## config.mk

```make
export PLATFORM = sky130hd
export DESIGN_NAME = rtsw_host
export DESIGN_NICKNAME = d
export VERILOG_FILES = /design/src/verilog/rtsw_pkg.sv /design/src/verilog/rtsw_host.sv /design/src/verilog/rtsw_cycle.sv
export SDC_FILE = /design/constraint.sdc
export NUM_CORES = 1
export LEC_CHECK = 0
export CAP_MARGIN = 10
export CORE_ASPECT_RATIO = 0.6
export CORE_MARGIN = 2
export CORE_UTILIZATION = 51
export CTS_BUF_LIST = sky130_fd_sc_hd__clkbuf_4
export DETAILED_ROUTE_END_ITERATION = 8
export DONT_BUFFER_PORTS = 1
export PLACE_DENSITY = 0.63
export SYNTH_ARGS = -nofsm -noshare
export SYNTH_HDL_FRONTEND = slang
export SYNTH_SLANG_ARGS = --single-unit
```

## constraint.sdc

```tcl
create_clock -name i_clk -period 2.53 [get_ports i_clk]
set_input_delay 0.1265 -clock i_clk [delete_from_list [all_inputs] [get_ports i_clk]]
set_output_delay 0.1265 -clock i_clk [all_outputs]
set_load 0.02 [all_outputs]
```

## src/verilog/rtsw_pkg.sv

```systemverilog
// constants shared by the clock-sram host controller and its bus-cycle engine
// Function
// write cycle while select and strobe low
// write starts at later falling edge
// write ends at first rising edge
// host holds address through write cycle
// host holds data around strobe rise
// host keeps output drive high writing
// strobe fall floats device data outputs
// power fail deselects and blocks writes
// power fail corrupts only addressed byte
// battery checked while supply rises
// low battery drops first write
// low battery flag clears after it
// host keeps select high at power-up
// host halts clock updates before reading
// hold bit stops clock byte updates
// held bytes keep halt-time date, time
// halt waits for update in progress
// clearing hold resumes within one second
// top eight bytes are clock bytes
// lowest clock byte is control byte
// select low, strobe high reads
// power and battery status are inputs
`default_nettype none
package rtsw_pkg;
  localparam int ADDR_W = 11;
  localparam int DATA_W = 8;
  localparam int CLK_NS = 40;
  // bus timings in ns, recovery time in ms, sync depth in cycles, slowest speed grade
  localparam int T_WP_NS = 120;
  localparam int T_ACC_NS = 200;
  localparam int T_HOLD_NS = 10;
  localparam int T_REC_MS = 2;
  localparam int SYNC_CYC = 2;
  localparam int WP_CYC = (T_WP_NS + CLK_NS - 1) / CLK_NS;
  localparam int ACC_CYC = (T_ACC_NS + CLK_NS - 1) / CLK_NS + SYNC_CYC;
  localparam int HOLD_CYC = ((T_HOLD_NS + CLK_NS - 1) / CLK_NS) < 1 ? 1 :
                            (T_HOLD_NS + CLK_NS - 1) / CLK_NS;
  localparam int QUIET_CYC = T_REC_MS * 1000000 / CLK_NS;
  // memory map
  localparam logic [10:0] CTRL_ADDR = 11'h7f8;
  localparam logic [10:0] BCHK_ADDR = 11'h000;
  localparam logic [7:0] HOLD_MASK = 8'h40;
  localparam logic [2:0] CLK_BYTES = 3'h7;
  localparam logic [7:0] BYTE_RST = 8'h00;
endpackage
`default_nettype wire

```

## src/verilog/rtsw_host.sv

```systemverilog
// host controller: power-up quiet time, battery check, user access, clock snapshot
`timescale 1ns/1ps
`default_nettype none
module rtsw_host #(
  parameter int P_QUIET_CYC = rtsw_pkg::QUIET_CYC
) (
  input wire logic i_clk,
  input wire logic i_nrst,
  input wire logic i_pwr_ok,
  input wire logic i_req,
  input wire logic i_wr,
  input wire logic [10:0] i_addr,
  input wire logic [7:0] i_wdata,
  input wire logic i_time_req,
  input wire logic [7:0] i_byte_in,
  output logic o_ready,
  output logic o_done,
  output logic [7:0] o_rdata,
  output logic [55:0] o_time,
  output logic o_time_valid,
  output logic o_batt_low,
  output logic o_cs_n,
  output logic o_store_strobe_n,
  output logic o_out_drive_n,
  output logic [10:0] o_addr_lines,
  output logic [7:0] o_byte_out,
  output logic o_byte_oe
);
  localparam int QW = $clog2(P_QUIET_CYC + 1);
  typedef enum logic [3:0] {
    ST_WAIT = 4'h0, ST_BC_RD = 4'h1, ST_BC_WR = 4'h3, ST_BC_VF = 4'h2,
    ST_BC_RS = 4'h6, ST_IDLE = 4'h7, ST_USER = 4'h5, ST_T_CRD = 4'h4,
    ST_T_HOLD = 4'hc, ST_T_RD = 4'hd, ST_T_REL = 4'hf
  } rtsw_st_t;
  rtsw_st_t state_reg;
  logic pwr_s1_reg, pwr_s2_reg, busy_reg, hold_set_reg;
  logic ready_reg, done_reg, tvalid_reg, batt_low_reg, usr_wr_reg;
  logic [QW-1:0] quiet_reg;
  logic [7:0] save_reg, ctrl_reg, usr_wdata_reg, rdata_reg;
  logic [10:0] usr_addr_reg;
  logic [2:0] idx_reg;
  logic [7:1][7:0] time_reg;
  logic cyc_done;
  logic [7:0] cyc_rdata;
  // access description for the current step
  wire quiet_done = (quiet_reg == QW'(P_QUIET_CYC));
  wire inhibit = !pwr_s2_reg;
  wire is_ctrl = (state_reg == ST_T_CRD) || (state_reg == ST_T_HOLD) ||
                 (state_reg == ST_T_REL);
  wire is_bchk = (state_reg == ST_BC_RD) || (state_reg == ST_BC_WR) ||
                 (state_reg == ST_BC_VF) || (state_reg == ST_BC_RS);
  wire acc_st = is_ctrl || is_bchk || (state_reg == ST_USER) || (state_reg == ST_T_RD);
  wire acc_wr = (state_reg == ST_BC_WR) || (state_reg == ST_BC_RS) ||
                (state_reg == ST_T_HOLD) || (state_reg == ST_T_REL) ||
                ((state_reg == ST_USER) && usr_wr_reg);
  wire [10:0] acc_addr = is_bchk ? rtsw_pkg::BCHK_ADDR :
                         is_ctrl ? rtsw_pkg::CTRL_ADDR :
                         (state_reg == ST_T_RD) ? rtsw_pkg::CTRL_ADDR + {8'h00, idx_reg} :
                         usr_addr_reg;
  wire [7:0] acc_wdata = (state_reg == ST_BC_WR) ? ~save_reg :
                         (state_reg == ST_BC_RS) ? save_reg :
                         (state_reg == ST_T_HOLD) ? (ctrl_reg | rtsw_pkg::HOLD_MASK) :
                         (state_reg == ST_T_REL) ? (ctrl_reg & ~rtsw_pkg::HOLD_MASK) :
                         usr_wdata_reg;
  wire acc_start = acc_st && !busy_reg && !inhibit;

  rtsw_cycle #(
    .AW(rtsw_pkg::ADDR_W),
    .DW(rtsw_pkg::DATA_W)
  ) u_cycle (
    .i_clk(i_clk),
    .i_nrst(i_nrst),
    .i_start(acc_start),
    .i_wr(acc_wr),
    .i_addr(acc_addr),
    .i_wdata(acc_wdata),
    .i_inhibit(inhibit),
    .i_byte_in(i_byte_in),
    .o_done(cyc_done),
    .o_rdata(cyc_rdata),
    .o_cs_n(o_cs_n),
    .o_we_n(o_store_strobe_n),
    .o_oe_n(o_out_drive_n),
    .o_addr(o_addr_lines),
    .o_byte_out(o_byte_out),
    .o_byte_oe(o_byte_oe)
  );

  // power-good pin crosses in; quiet time counts after it
  always_ff @(posedge i_clk or negedge i_nrst) begin
    if (!i_nrst) begin
      pwr_s1_reg <= 1'b0;
      pwr_s2_reg <= 1'b0;
      quiet_reg <= '0;
    end else begin
      pwr_s1_reg <= i_pwr_ok;
      pwr_s2_reg <= pwr_s1_reg;
      if (inhibit) quiet_reg <= '0;
      else if (!quiet_done) quiet_reg <= quiet_reg + QW'(1);
    end
  end
  // step sequencer
  always_ff @(posedge i_clk or negedge i_nrst) begin
    if (!i_nrst) begin
      state_reg <= ST_WAIT;
      busy_reg <= 1'b0;
      hold_set_reg <= 1'b0;
      ready_reg <= 1'b0;
      done_reg <= 1'b0;
      tvalid_reg <= 1'b0;
      batt_low_reg <= 1'b0;
      usr_wr_reg <= 1'b0;
      save_reg <= rtsw_pkg::BYTE_RST;
      ctrl_reg <= rtsw_pkg::BYTE_RST;
      usr_wdata_reg <= rtsw_pkg::BYTE_RST;
      rdata_reg <= rtsw_pkg::BYTE_RST;
      usr_addr_reg <= '0;
      idx_reg <= 3'h1;
      time_reg <= '0;
    end else begin
      done_reg <= 1'b0;
      tvalid_reg <= 1'b0;
      if (acc_start) busy_reg <= 1'b1;
      else if (cyc_done) busy_reg <= 1'b0;
      if (inhibit) begin
        state_reg <= ST_WAIT;
        busy_reg <= 1'b0;
        hold_set_reg <= 1'b0;
        ready_reg <= 1'b0;
      end else begin
        case (state_reg)
          ST_WAIT: if (quiet_done) state_reg <= ST_BC_RD;
          ST_BC_RD: if (cyc_done) begin
            save_reg <= cyc_rdata;
            state_reg <= ST_BC_WR;
          end
          ST_BC_WR: if (cyc_done) state_reg <= ST_BC_VF;
          ST_BC_VF: if (cyc_done) begin
            batt_low_reg <= (cyc_rdata != ~save_reg);
            state_reg <= ST_BC_RS;
          end
          ST_BC_RS: if (cyc_done) begin
            ready_reg <= 1'b1;
            state_reg <= ST_IDLE;
          end
          ST_IDLE: if (i_time_req) begin
            ready_reg <= 1'b0;
            state_reg <= ST_T_CRD;
          end else if (i_req) begin
            ready_reg <= 1'b0;
            usr_wr_reg <= i_wr;
            usr_addr_reg <= i_addr;
            usr_wdata_reg <= i_wdata;
            state_reg <= ST_USER;
          end
          ST_USER: if (cyc_done) begin
            if (!usr_wr_reg) rdata_reg <= cyc_rdata; // a write keeps the last read byte
            done_reg <= 1'b1;
            ready_reg <= 1'b1;
            state_reg <= ST_IDLE;
          end
          ST_T_CRD: if (cyc_done) begin
            ctrl_reg <= cyc_rdata;
            state_reg <= ST_T_HOLD;
          end
          ST_T_HOLD: if (cyc_done) begin
            hold_set_reg <= |(o_byte_out & rtsw_pkg::HOLD_MASK) &&
                            (o_addr_lines == rtsw_pkg::CTRL_ADDR);
            idx_reg <= 3'h1;
            state_reg <= ST_T_RD;
          end
          ST_T_RD: if (cyc_done) begin
            time_reg[idx_reg] <= cyc_rdata;
            if (idx_reg == rtsw_pkg::CLK_BYTES) state_reg <= ST_T_REL;
            else idx_reg <= idx_reg + 3'h1;
          end
          ST_T_REL: if (cyc_done) begin
            hold_set_reg <= 1'b0;
            tvalid_reg <= 1'b1;
            ready_reg <= 1'b1;
            state_reg <= ST_IDLE;
          end
          default: state_reg <= ST_WAIT;
        endcase
      end
    end
  end
  assign o_ready = ready_reg;
  assign o_done = done_reg;
  assign o_rdata = rdata_reg;
  assign o_time = time_reg;
  assign o_time_valid = tvalid_reg;
  assign o_batt_low = batt_low_reg;
endmodule // rtsw_host
`default_nettype wire

```

## src/verilog/rtsw_cycle.sv

```systemverilog
// one asynchronous sram bus cycle: setup, strobe, hold
`timescale 1ns/1ps
`default_nettype none
module rtsw_cycle #(
  parameter int AW = rtsw_pkg::ADDR_W,
  parameter int DW = rtsw_pkg::DATA_W
) (
  input wire logic i_clk,
  input wire logic i_nrst,
  input wire logic i_start,
  input wire logic i_wr,
  input wire logic [AW-1:0] i_addr,
  input wire logic [DW-1:0] i_wdata,
  input wire logic i_inhibit,
  input wire logic [DW-1:0] i_byte_in,
  output logic o_done,
  output logic [DW-1:0] o_rdata,
  output logic o_cs_n,
  output logic o_we_n,
  output logic o_oe_n,
  output logic [AW-1:0] o_addr,
  output logic [DW-1:0] o_byte_out,
  output logic o_byte_oe
);
  typedef enum logic [1:0] {
    C_IDLE = 2'b00, C_SETUP = 2'b01, C_STRB = 2'b11, C_HOLD = 2'b10
  } rtsw_cyc_t;
  rtsw_cyc_t state_reg, state_next;
  logic [3:0] cnt_reg;
  logic wr_reg, done_reg, cs_n_reg, we_n_reg, oe_n_reg, byte_oe_reg;
  logic [AW-1:0] addr_reg;
  logic [DW-1:0] dout_reg, rdata_reg, byte_s1_reg, byte_s2_reg;
  // decode of the pending access
  wire wr_eff = (state_reg == C_IDLE) ? i_wr : wr_reg;
  wire [3:0] strb_len = wr_reg ? 4'(rtsw_pkg::WP_CYC) : 4'(rtsw_pkg::ACC_CYC);
  wire last_cnt = (cnt_reg == 4'h1);
  wire next_sel = (state_next == C_SETUP) || (state_next == C_STRB);
  // cycle sequencing; power loss aborts at once
  always_comb begin
    state_next = state_reg;
    case (state_reg)
      C_IDLE: if (i_start) state_next = C_SETUP;
      C_SETUP: state_next = C_STRB;
      C_STRB: if (last_cnt) state_next = C_HOLD;
      C_HOLD: if (last_cnt) state_next = C_IDLE;
      default: state_next = C_IDLE;
    endcase
    if (i_inhibit) state_next = C_IDLE;
  end
  // state, counter and latched request
  always_ff @(posedge i_clk or negedge i_nrst) begin
    if (!i_nrst) begin
      state_reg <= C_IDLE;
      cnt_reg <= 4'h0;
      wr_reg <= 1'b0;
      addr_reg <= '0;
      dout_reg <= '0;
    end else begin
      state_reg <= state_next;
      if (state_reg == C_SETUP) cnt_reg <= strb_len;
      else if (state_reg == C_STRB && last_cnt) cnt_reg <= 4'(rtsw_pkg::HOLD_CYC);
      else if (cnt_reg != 4'h0) cnt_reg <= cnt_reg - 4'h1;
      if (state_reg == C_IDLE && i_start) begin
        wr_reg <= i_wr;
        addr_reg <= i_addr;
        dout_reg <= i_wdata;
      end
    end
  end
  // pin drivers registered from the next state
  always_ff @(posedge i_clk or negedge i_nrst) begin
    if (!i_nrst) begin
      cs_n_reg <= 1'b1;
      we_n_reg <= 1'b1;
      oe_n_reg <= 1'b1;
      byte_oe_reg <= 1'b0;
      done_reg <= 1'b0;
      rdata_reg <= '0;
    end else begin
      cs_n_reg <= !next_sel;
      we_n_reg <= !(state_next == C_STRB && wr_reg);
      oe_n_reg <= !(state_next == C_STRB && !wr_reg);
      byte_oe_reg <= (state_next != C_IDLE) && wr_eff;
      done_reg <= (state_reg == C_HOLD) && (state_next == C_IDLE) && !i_inhibit;
      if (state_reg == C_STRB && last_cnt && !wr_reg) rdata_reg <= byte_s2_reg;
    end
  end
  // data pins cross in through two flops
  always_ff @(posedge i_clk or negedge i_nrst) begin
    if (!i_nrst) begin
      byte_s1_reg <= '0;
      byte_s2_reg <= '0;
    end else begin
      byte_s1_reg <= i_byte_in;
      byte_s2_reg <= byte_s1_reg;
    end
  end
  assign o_done = done_reg;
  assign o_rdata = rdata_reg;
  assign o_cs_n = cs_n_reg;
  assign o_we_n = we_n_reg;
  assign o_oe_n = oe_n_reg;
  assign o_addr = addr_reg;
  assign o_byte_out = dout_reg;
  assign o_byte_oe = byte_oe_reg;
endmodule // rtsw_cycle
`default_nettype wire

```

# ---- Yosys cells after proc, flatten, opt, wreduce, memory -nomap -nowiden
# Index checks and enable logic that the tools add are counted.
dict set report totals {
  input_bits 33
  wordCells 179
  regBits 185
}
dict set report op_classes {
  add_sub_neg 4
  bitwise_logic 3
  n_lt_le_gt_ge 2
  n_reduce_logical 47
  n_eq_ne 35
  mux 52
}
# cell n
set op_table {}
lappend op_table {{2-to-1 mux 4 bit} 15}
lappend op_table {{bitwise mux 56 bit} 1}
lappend op_table {{2-to-1 mux 8 bit} 5}
lappend op_table {{one-hot mux 4 bit (9 select lines)} 1}
lappend op_table {{2-to-1 mux 11 bit} 3}
lappend op_table {{2-to-1 mux 16 bit} 2}
lappend op_table {{inequality test 3 x 2 -> 1 bit (second input constant)} 9}
lappend op_table {{demux 8 bit (select 3 bit)} 1}
lappend op_table {{adder 16 x 1 -> 16 bit (second input constant)} 1}
lappend op_table {{equality test 16 bit (second input constant)} 1}
lappend op_table {{equality test 4 x 3 -> 1 bit (second input constant)} 4}
lappend op_table {{AND reduction 3 bit} 5}
lappend op_table {{logical OR 1 bit} 13}
lappend op_table {{2-to-1 mux 1 bit} 13}
lappend op_table {{equality test 4 bit (second input constant)} 3}
lappend op_table {{logical AND 1 bit} 12}
lappend op_table {{2-to-1 mux 3 bit} 4}
lappend op_table {{AND reduction 10 bit} 1}
lappend op_table {{equality test 4 x 1 -> 1 bit (second input constant)} 2}
lappend op_table {{equality test 4 x 2 -> 1 bit (second input constant)} 2}
lappend op_table {{2-to-1 mux 2 bit} 4}
lappend op_table {{inequality test 8 bit} 1}
lappend op_table {{NOT 8 bit} 1}
lappend op_table {{one-hot mux 2 bit (4 select lines)} 1}
lappend op_table {{25 further kinds} 38}

# ---- Depth between registers and ports, before layout
dict set report depth {
  depth_word 15
  mapped_depth 8
}

# ---- Modules after synthesis
# A second synthesis with hierarchy kept.
dict set report unflattened {
  hier_cells 651
  area_unflattened_um2 8205.4
}
# module seq_area_each_um2 area_per_inst_um2 cells_per_inst instances
set by_module_without_submodules {}
lappend by_module_without_submodules {rtsw_host 3229.3 6163.4 520 1}
lappend by_module_without_submodules {rtsw_cycle 1380.1 2042.0 131 1}

# ---- Worst setup path after synthesis
# No wires, ideal clock.
dict set report synth_path {
  path_kind {reg-to-reg}
  start {register state_reg[1]}
  end {register time_reg, in the netlist o_time[24]}
  synth_period_minus_slack_ns 2.128
  setup_slack_ns 0.402
  required_time_ns 2.405
  arrival_ns 2.004
  n_path_buf 2
  path_stages_with_launch 8
  path_cell_list {dfrtp_1 > buf_2 > nor2b_2 > nand3_2 > or3_1 > clkbuf_1 > nor3b_4 > mux2_2}
}
dict set report synth_between {
  elab_chain_len 2
}
# element line_no
set synth_rtl {}
lappend synth_rtl {{start, declared} rtsw_host.sv:35} ;# rtsw_st_t state_reg;
lappend synth_rtl {{start signal, assigned} rtsw_host.sv:105} ;# state_reg <= ST_WAIT;
lappend synth_rtl {{start signal, assigned} rtsw_host.sv:126} ;# state_reg <= ST_WAIT;
lappend synth_rtl {{start signal, assigned} rtsw_host.sv:132} ;# ST_WAIT: if (quiet_done) state_reg <= ST_BC_RD;
lappend synth_rtl {{equality test 4 bit} rtsw_host.sv:131} ;# case (state_reg)
lappend synth_rtl {{AND reduction 3 bit (no source line)} -}
lappend synth_rtl {{end signal, assigned by index} rtsw_host.sv:173} ;# time_reg[idx_reg] <= cyc_rdata;
lappend synth_rtl {{end, declared} rtsw_host.sv:42} ;# logic [7:1][7:0] time_reg;
# No other way between the ends.
# A chain may end at the register's enable or synchronous reset.

# ---- Worst setup path in the final report
dict set report layout_path {
  start {register state_reg[3]}
  end {register ready_reg (netlist: o_ready)}
}
dict set report layout_between {
  elab_chain_len 4
  word_cells_on_any_way 11
}
# element line_no
set layout_rtl {}
lappend layout_rtl {{equality test 4 x 3 -> 1 bit / equality test 4 bit (equally long branches)} -}
lappend layout_rtl {{OR reduction 3 bit (no source line)} -}
lappend layout_rtl {{inequality test 3 x 2 -> 1 bit (no source line) / one-hot mux 1 bit (2 select lines) (equally long branches)} -}
lappend layout_rtl {{AND reduction 3 bit (no source line) / 2-to-1 mux 1 bit (equally long branches)} -}
lappend layout_rtl {{end signal, assigned} rtsw_host.sv:129} ;# ready_reg <= 1'b0;
lappend layout_rtl {{end signal, assigned} rtsw_host.sv:143} ;# ready_reg <= 1'b1;
lappend layout_rtl {{end signal, assigned} rtsw_host.sv:147} ;# ready_reg <= 1'b0;
lappend layout_rtl {{end, declared} rtsw_host.sv:37} ;# logic ready_reg, done_reg, tvalid_reg, batt_low_reg, usr_wr_reg;
# Several ways; a longest one is shown, not always the timed one.

==> results.cfg <==
[status]
status = complete, but fails checks
violations = negative hold slack

[sta]
rsz0062_at_grt = no
finalHoldViolCount = 184
finalWorstSetupSlack_ns = 0.142
fin_skew_ns = 0.0327
setup_viol = 0
relSlewSlack = 0.317
holdWs_ns = -0.791
final_max_slew_viol_count = 0
fin_crit_sh = 0.944
fmax_mhz = 419
period_needed_ns = 2.39
tightest_slew_ns = 1.02
fin_setup_tns_ns = 0

[power_and_ir_drop]
power.total_mw = 7.20
powerDensity_nw_per_um2 = 812
leakagePower_nw = 4.14
clockPowerShare = 0.235
comb_power_share = 0.227
p_int_mw = 4.45
sw_frac_of_total = 0.382
switchingPower_mw = 2.75
peakVddDrop_mv = 0.379
seqPwrFrac = 0.537

[setup_path]
required_ns = 3.03
crit_family = buffers and inverters
crit_buf_inv = 4
crit_path_max_fanout = 15
critPathLaunchType = register
ff2ff_path_depth = 7
worstSetupPathType = register to register
worst_path_largest_cell_delay_ns = 0.59
worstPathCellList = buf_4, clkinvlp_4, a211o_1, o22ai_2, dlygate4sd3_1, inv_1, a2bb2oi_1
timing.rr.end = o_ready
end_kind = register
crit_start = state_reg[3]
cp_slowest_cell = dlygate4sd3_1
arrival_ns = 2.89
r2r_setup_slack_ns = 0.14
timing.rr.start = state_reg[3]

[finish]
syn_to_final_growth_pct = 12.6
final_cell_count_no_fill = 906
stdcell_area_um2 = 8860
layout_common_cells = dfrtp_1, mux2_2, nor2_1
largest_reg_flops = 56
nets = 729
num-fill-cells = 1225
insertedDiodeCount = 0
final_util = 0.583
final_layout_size_suffix_gt1_frac = 0.256
final_common_cell = dfrtp_1

[logic_synthesis]
synth-main-ff-cell = dfrtp_1
yosysUniqueCellTypes = 56
synth_seq_cells = 184
synth_area_leaders = dfrtp_1, mux2_2, o21ai_0, nor2_1, nand2_1
yosysSeqAreaShare = 0.586
syn_area_per_cell_um2 = 12.2
yosysTopAreaCell = dfrtp_1
synth-edff-count = 0
syn_inst = 647
syn_area_um2 = 7870
synthArstFlopShare = 1.00
synth_top_area_frac = 0.573
yosys_warnings = 0
mappedNetlistNets = 686

[clock_network]
cts_tree = yes
clk_path_buf_depth = 2
cts_hold_buf = 32
cts_max_level = 4
cts_made_buffers = 17
clkTransAtPathRegs_ns = 0.17
cts_num_sinks = 184
clock_latency_ns = 0.60
cts-root-buf = clkbuf_4

[route]
num_vias = 5252
drtIter0Drc = 394
wirelength_mm = 17.6
vias_per_cell = 5.80
wl_per_cell_um = 19.4
drc = 0
route.antenna.remaining_nets = 0
drt-pass1-iter-count = 7

[global_route]
gr-usage-all-layers = 0.226
grt_pass1_vias = 5130
grt_max_degree = 185
antenna_found_initial = 0
grt.overflow.total = 0
grt_first_pass_wirelength_mm = 28.4

[floorplan]
dieArea_um2 = 16500
die_w_um = 164
io_pins = 124
coreArea_um2 = 15200
fp.dieH_um = 100
initial_core_util = 0.518
row_count = 35

[placed_design]
pre_cts_slack_ns = 0.230
postPlaceCellArea_um2 = 8170
place.gp.congestion = 0.865
io_buffers = 0
dp_cells = 838
dp_hpwl_mm = 12.2

[run]
drv_cap = 0

[min_path]
hp-class = primary input to async pin
power groups by stage:
stage / Combinational, mW / Clock [mW] / Sequential [mW]
2_1_floorplan: 1.20 / 0 / 3.68
3_3_place_gp: 1.47 / 0 / 3.92
3_5_place_dp: 1.52 / 0 / 3.93
4_1_cts: 1.56 / 1.73 / 3.87
5_1_grt: 1.81 / 1.85 / 3.93
6_report: 1.64 / 1.69 / 3.87
layer usage:
| layer | track usage | vias up | wire length (um) |
|---|---|---|---|
| li1 | - | 2386 | - |
| met1 | 0.336 | 2675 | 8380 |
| met2 | 0.333 | 176 | 7880 |
| met3 | 0.0661 | 15 | 1190 |
| met4 | 0.0398 | 0 | 138 |
| met5 | 0 | - | 0 |
worst max-delay path by stage:
stage / cells after the start / slack (ns) / endpoint
after floorplan: 7 / 0.40 / o_time[24]
after detailed placement: 5 / 0.23 / o_time[27]
after CTS: 7 / 0.07 / o_ready
after global routing: 7 / 0.03 / o_ready
after global placement: 7 / 0.31 / state_reg[1]
final: 7 / 0.14 / o_ready
area by class of cell:
type | instances | area (um^2) | share of cell area
Timing Repair Buffer | 57 | 520 | 0.0587
Multi-Input combinational cell | 411 | 3070 | 0.347
Sequential cell | 184 | 4610 | 0.520
Tap cell | 203 | 254 | 0.0287
Clock buffer | 17 | 128 | 0.0144
Clock inverter | 15 | 203 | 0.0229
Inverter | 19 | 75.1 | 0.00847
cells by family (layout without fill, tap and decap cells):
group           after synthesis  after routing  share of synthesized area
flops                       184            184                      0.586
fa+ha+maj                     6              6                    0.00954
compound gates              114            114                     0.0892
buf+inv                      52            108                     0.0251
simple gates                156            156                      0.103
xor+xnor                     21             21                     0.0243
mux                         114            114                      0.162
cell usage after synthesis (3+ instances only):
cell / number
dfrtp_1: 180
mux2_2: 108
nor2_1: 46
o21ai_0: 42
nand2_1: 38
clkbuf_1: 29
a21oi_1: 22
inv_1: 19
xnor2_1: 15
nand3_1: 11
a31oi_1: 10
or3_1: 10
nor3_1: 9
o211ai_1: 9
a22o_1: 8
and3_1: 6
ha_1: 6
mux2i_1: 5
nand4_1: 5
xor2_1: 5
dfstp_2: 4
nand3b_1: 4
a211oi_1: 3
a22oi_1: 3
nand2b_1: 3
nor4_1: 3
o31ai_1: 3
timing repair:
item,4_1_cts,5_1_grt
setup endpoints to repair,0,1
gates resized for setup,0,2
hold endpoints to repair,215,184
buffers inserted,0,4
Power figures use the tool's default switching activity.
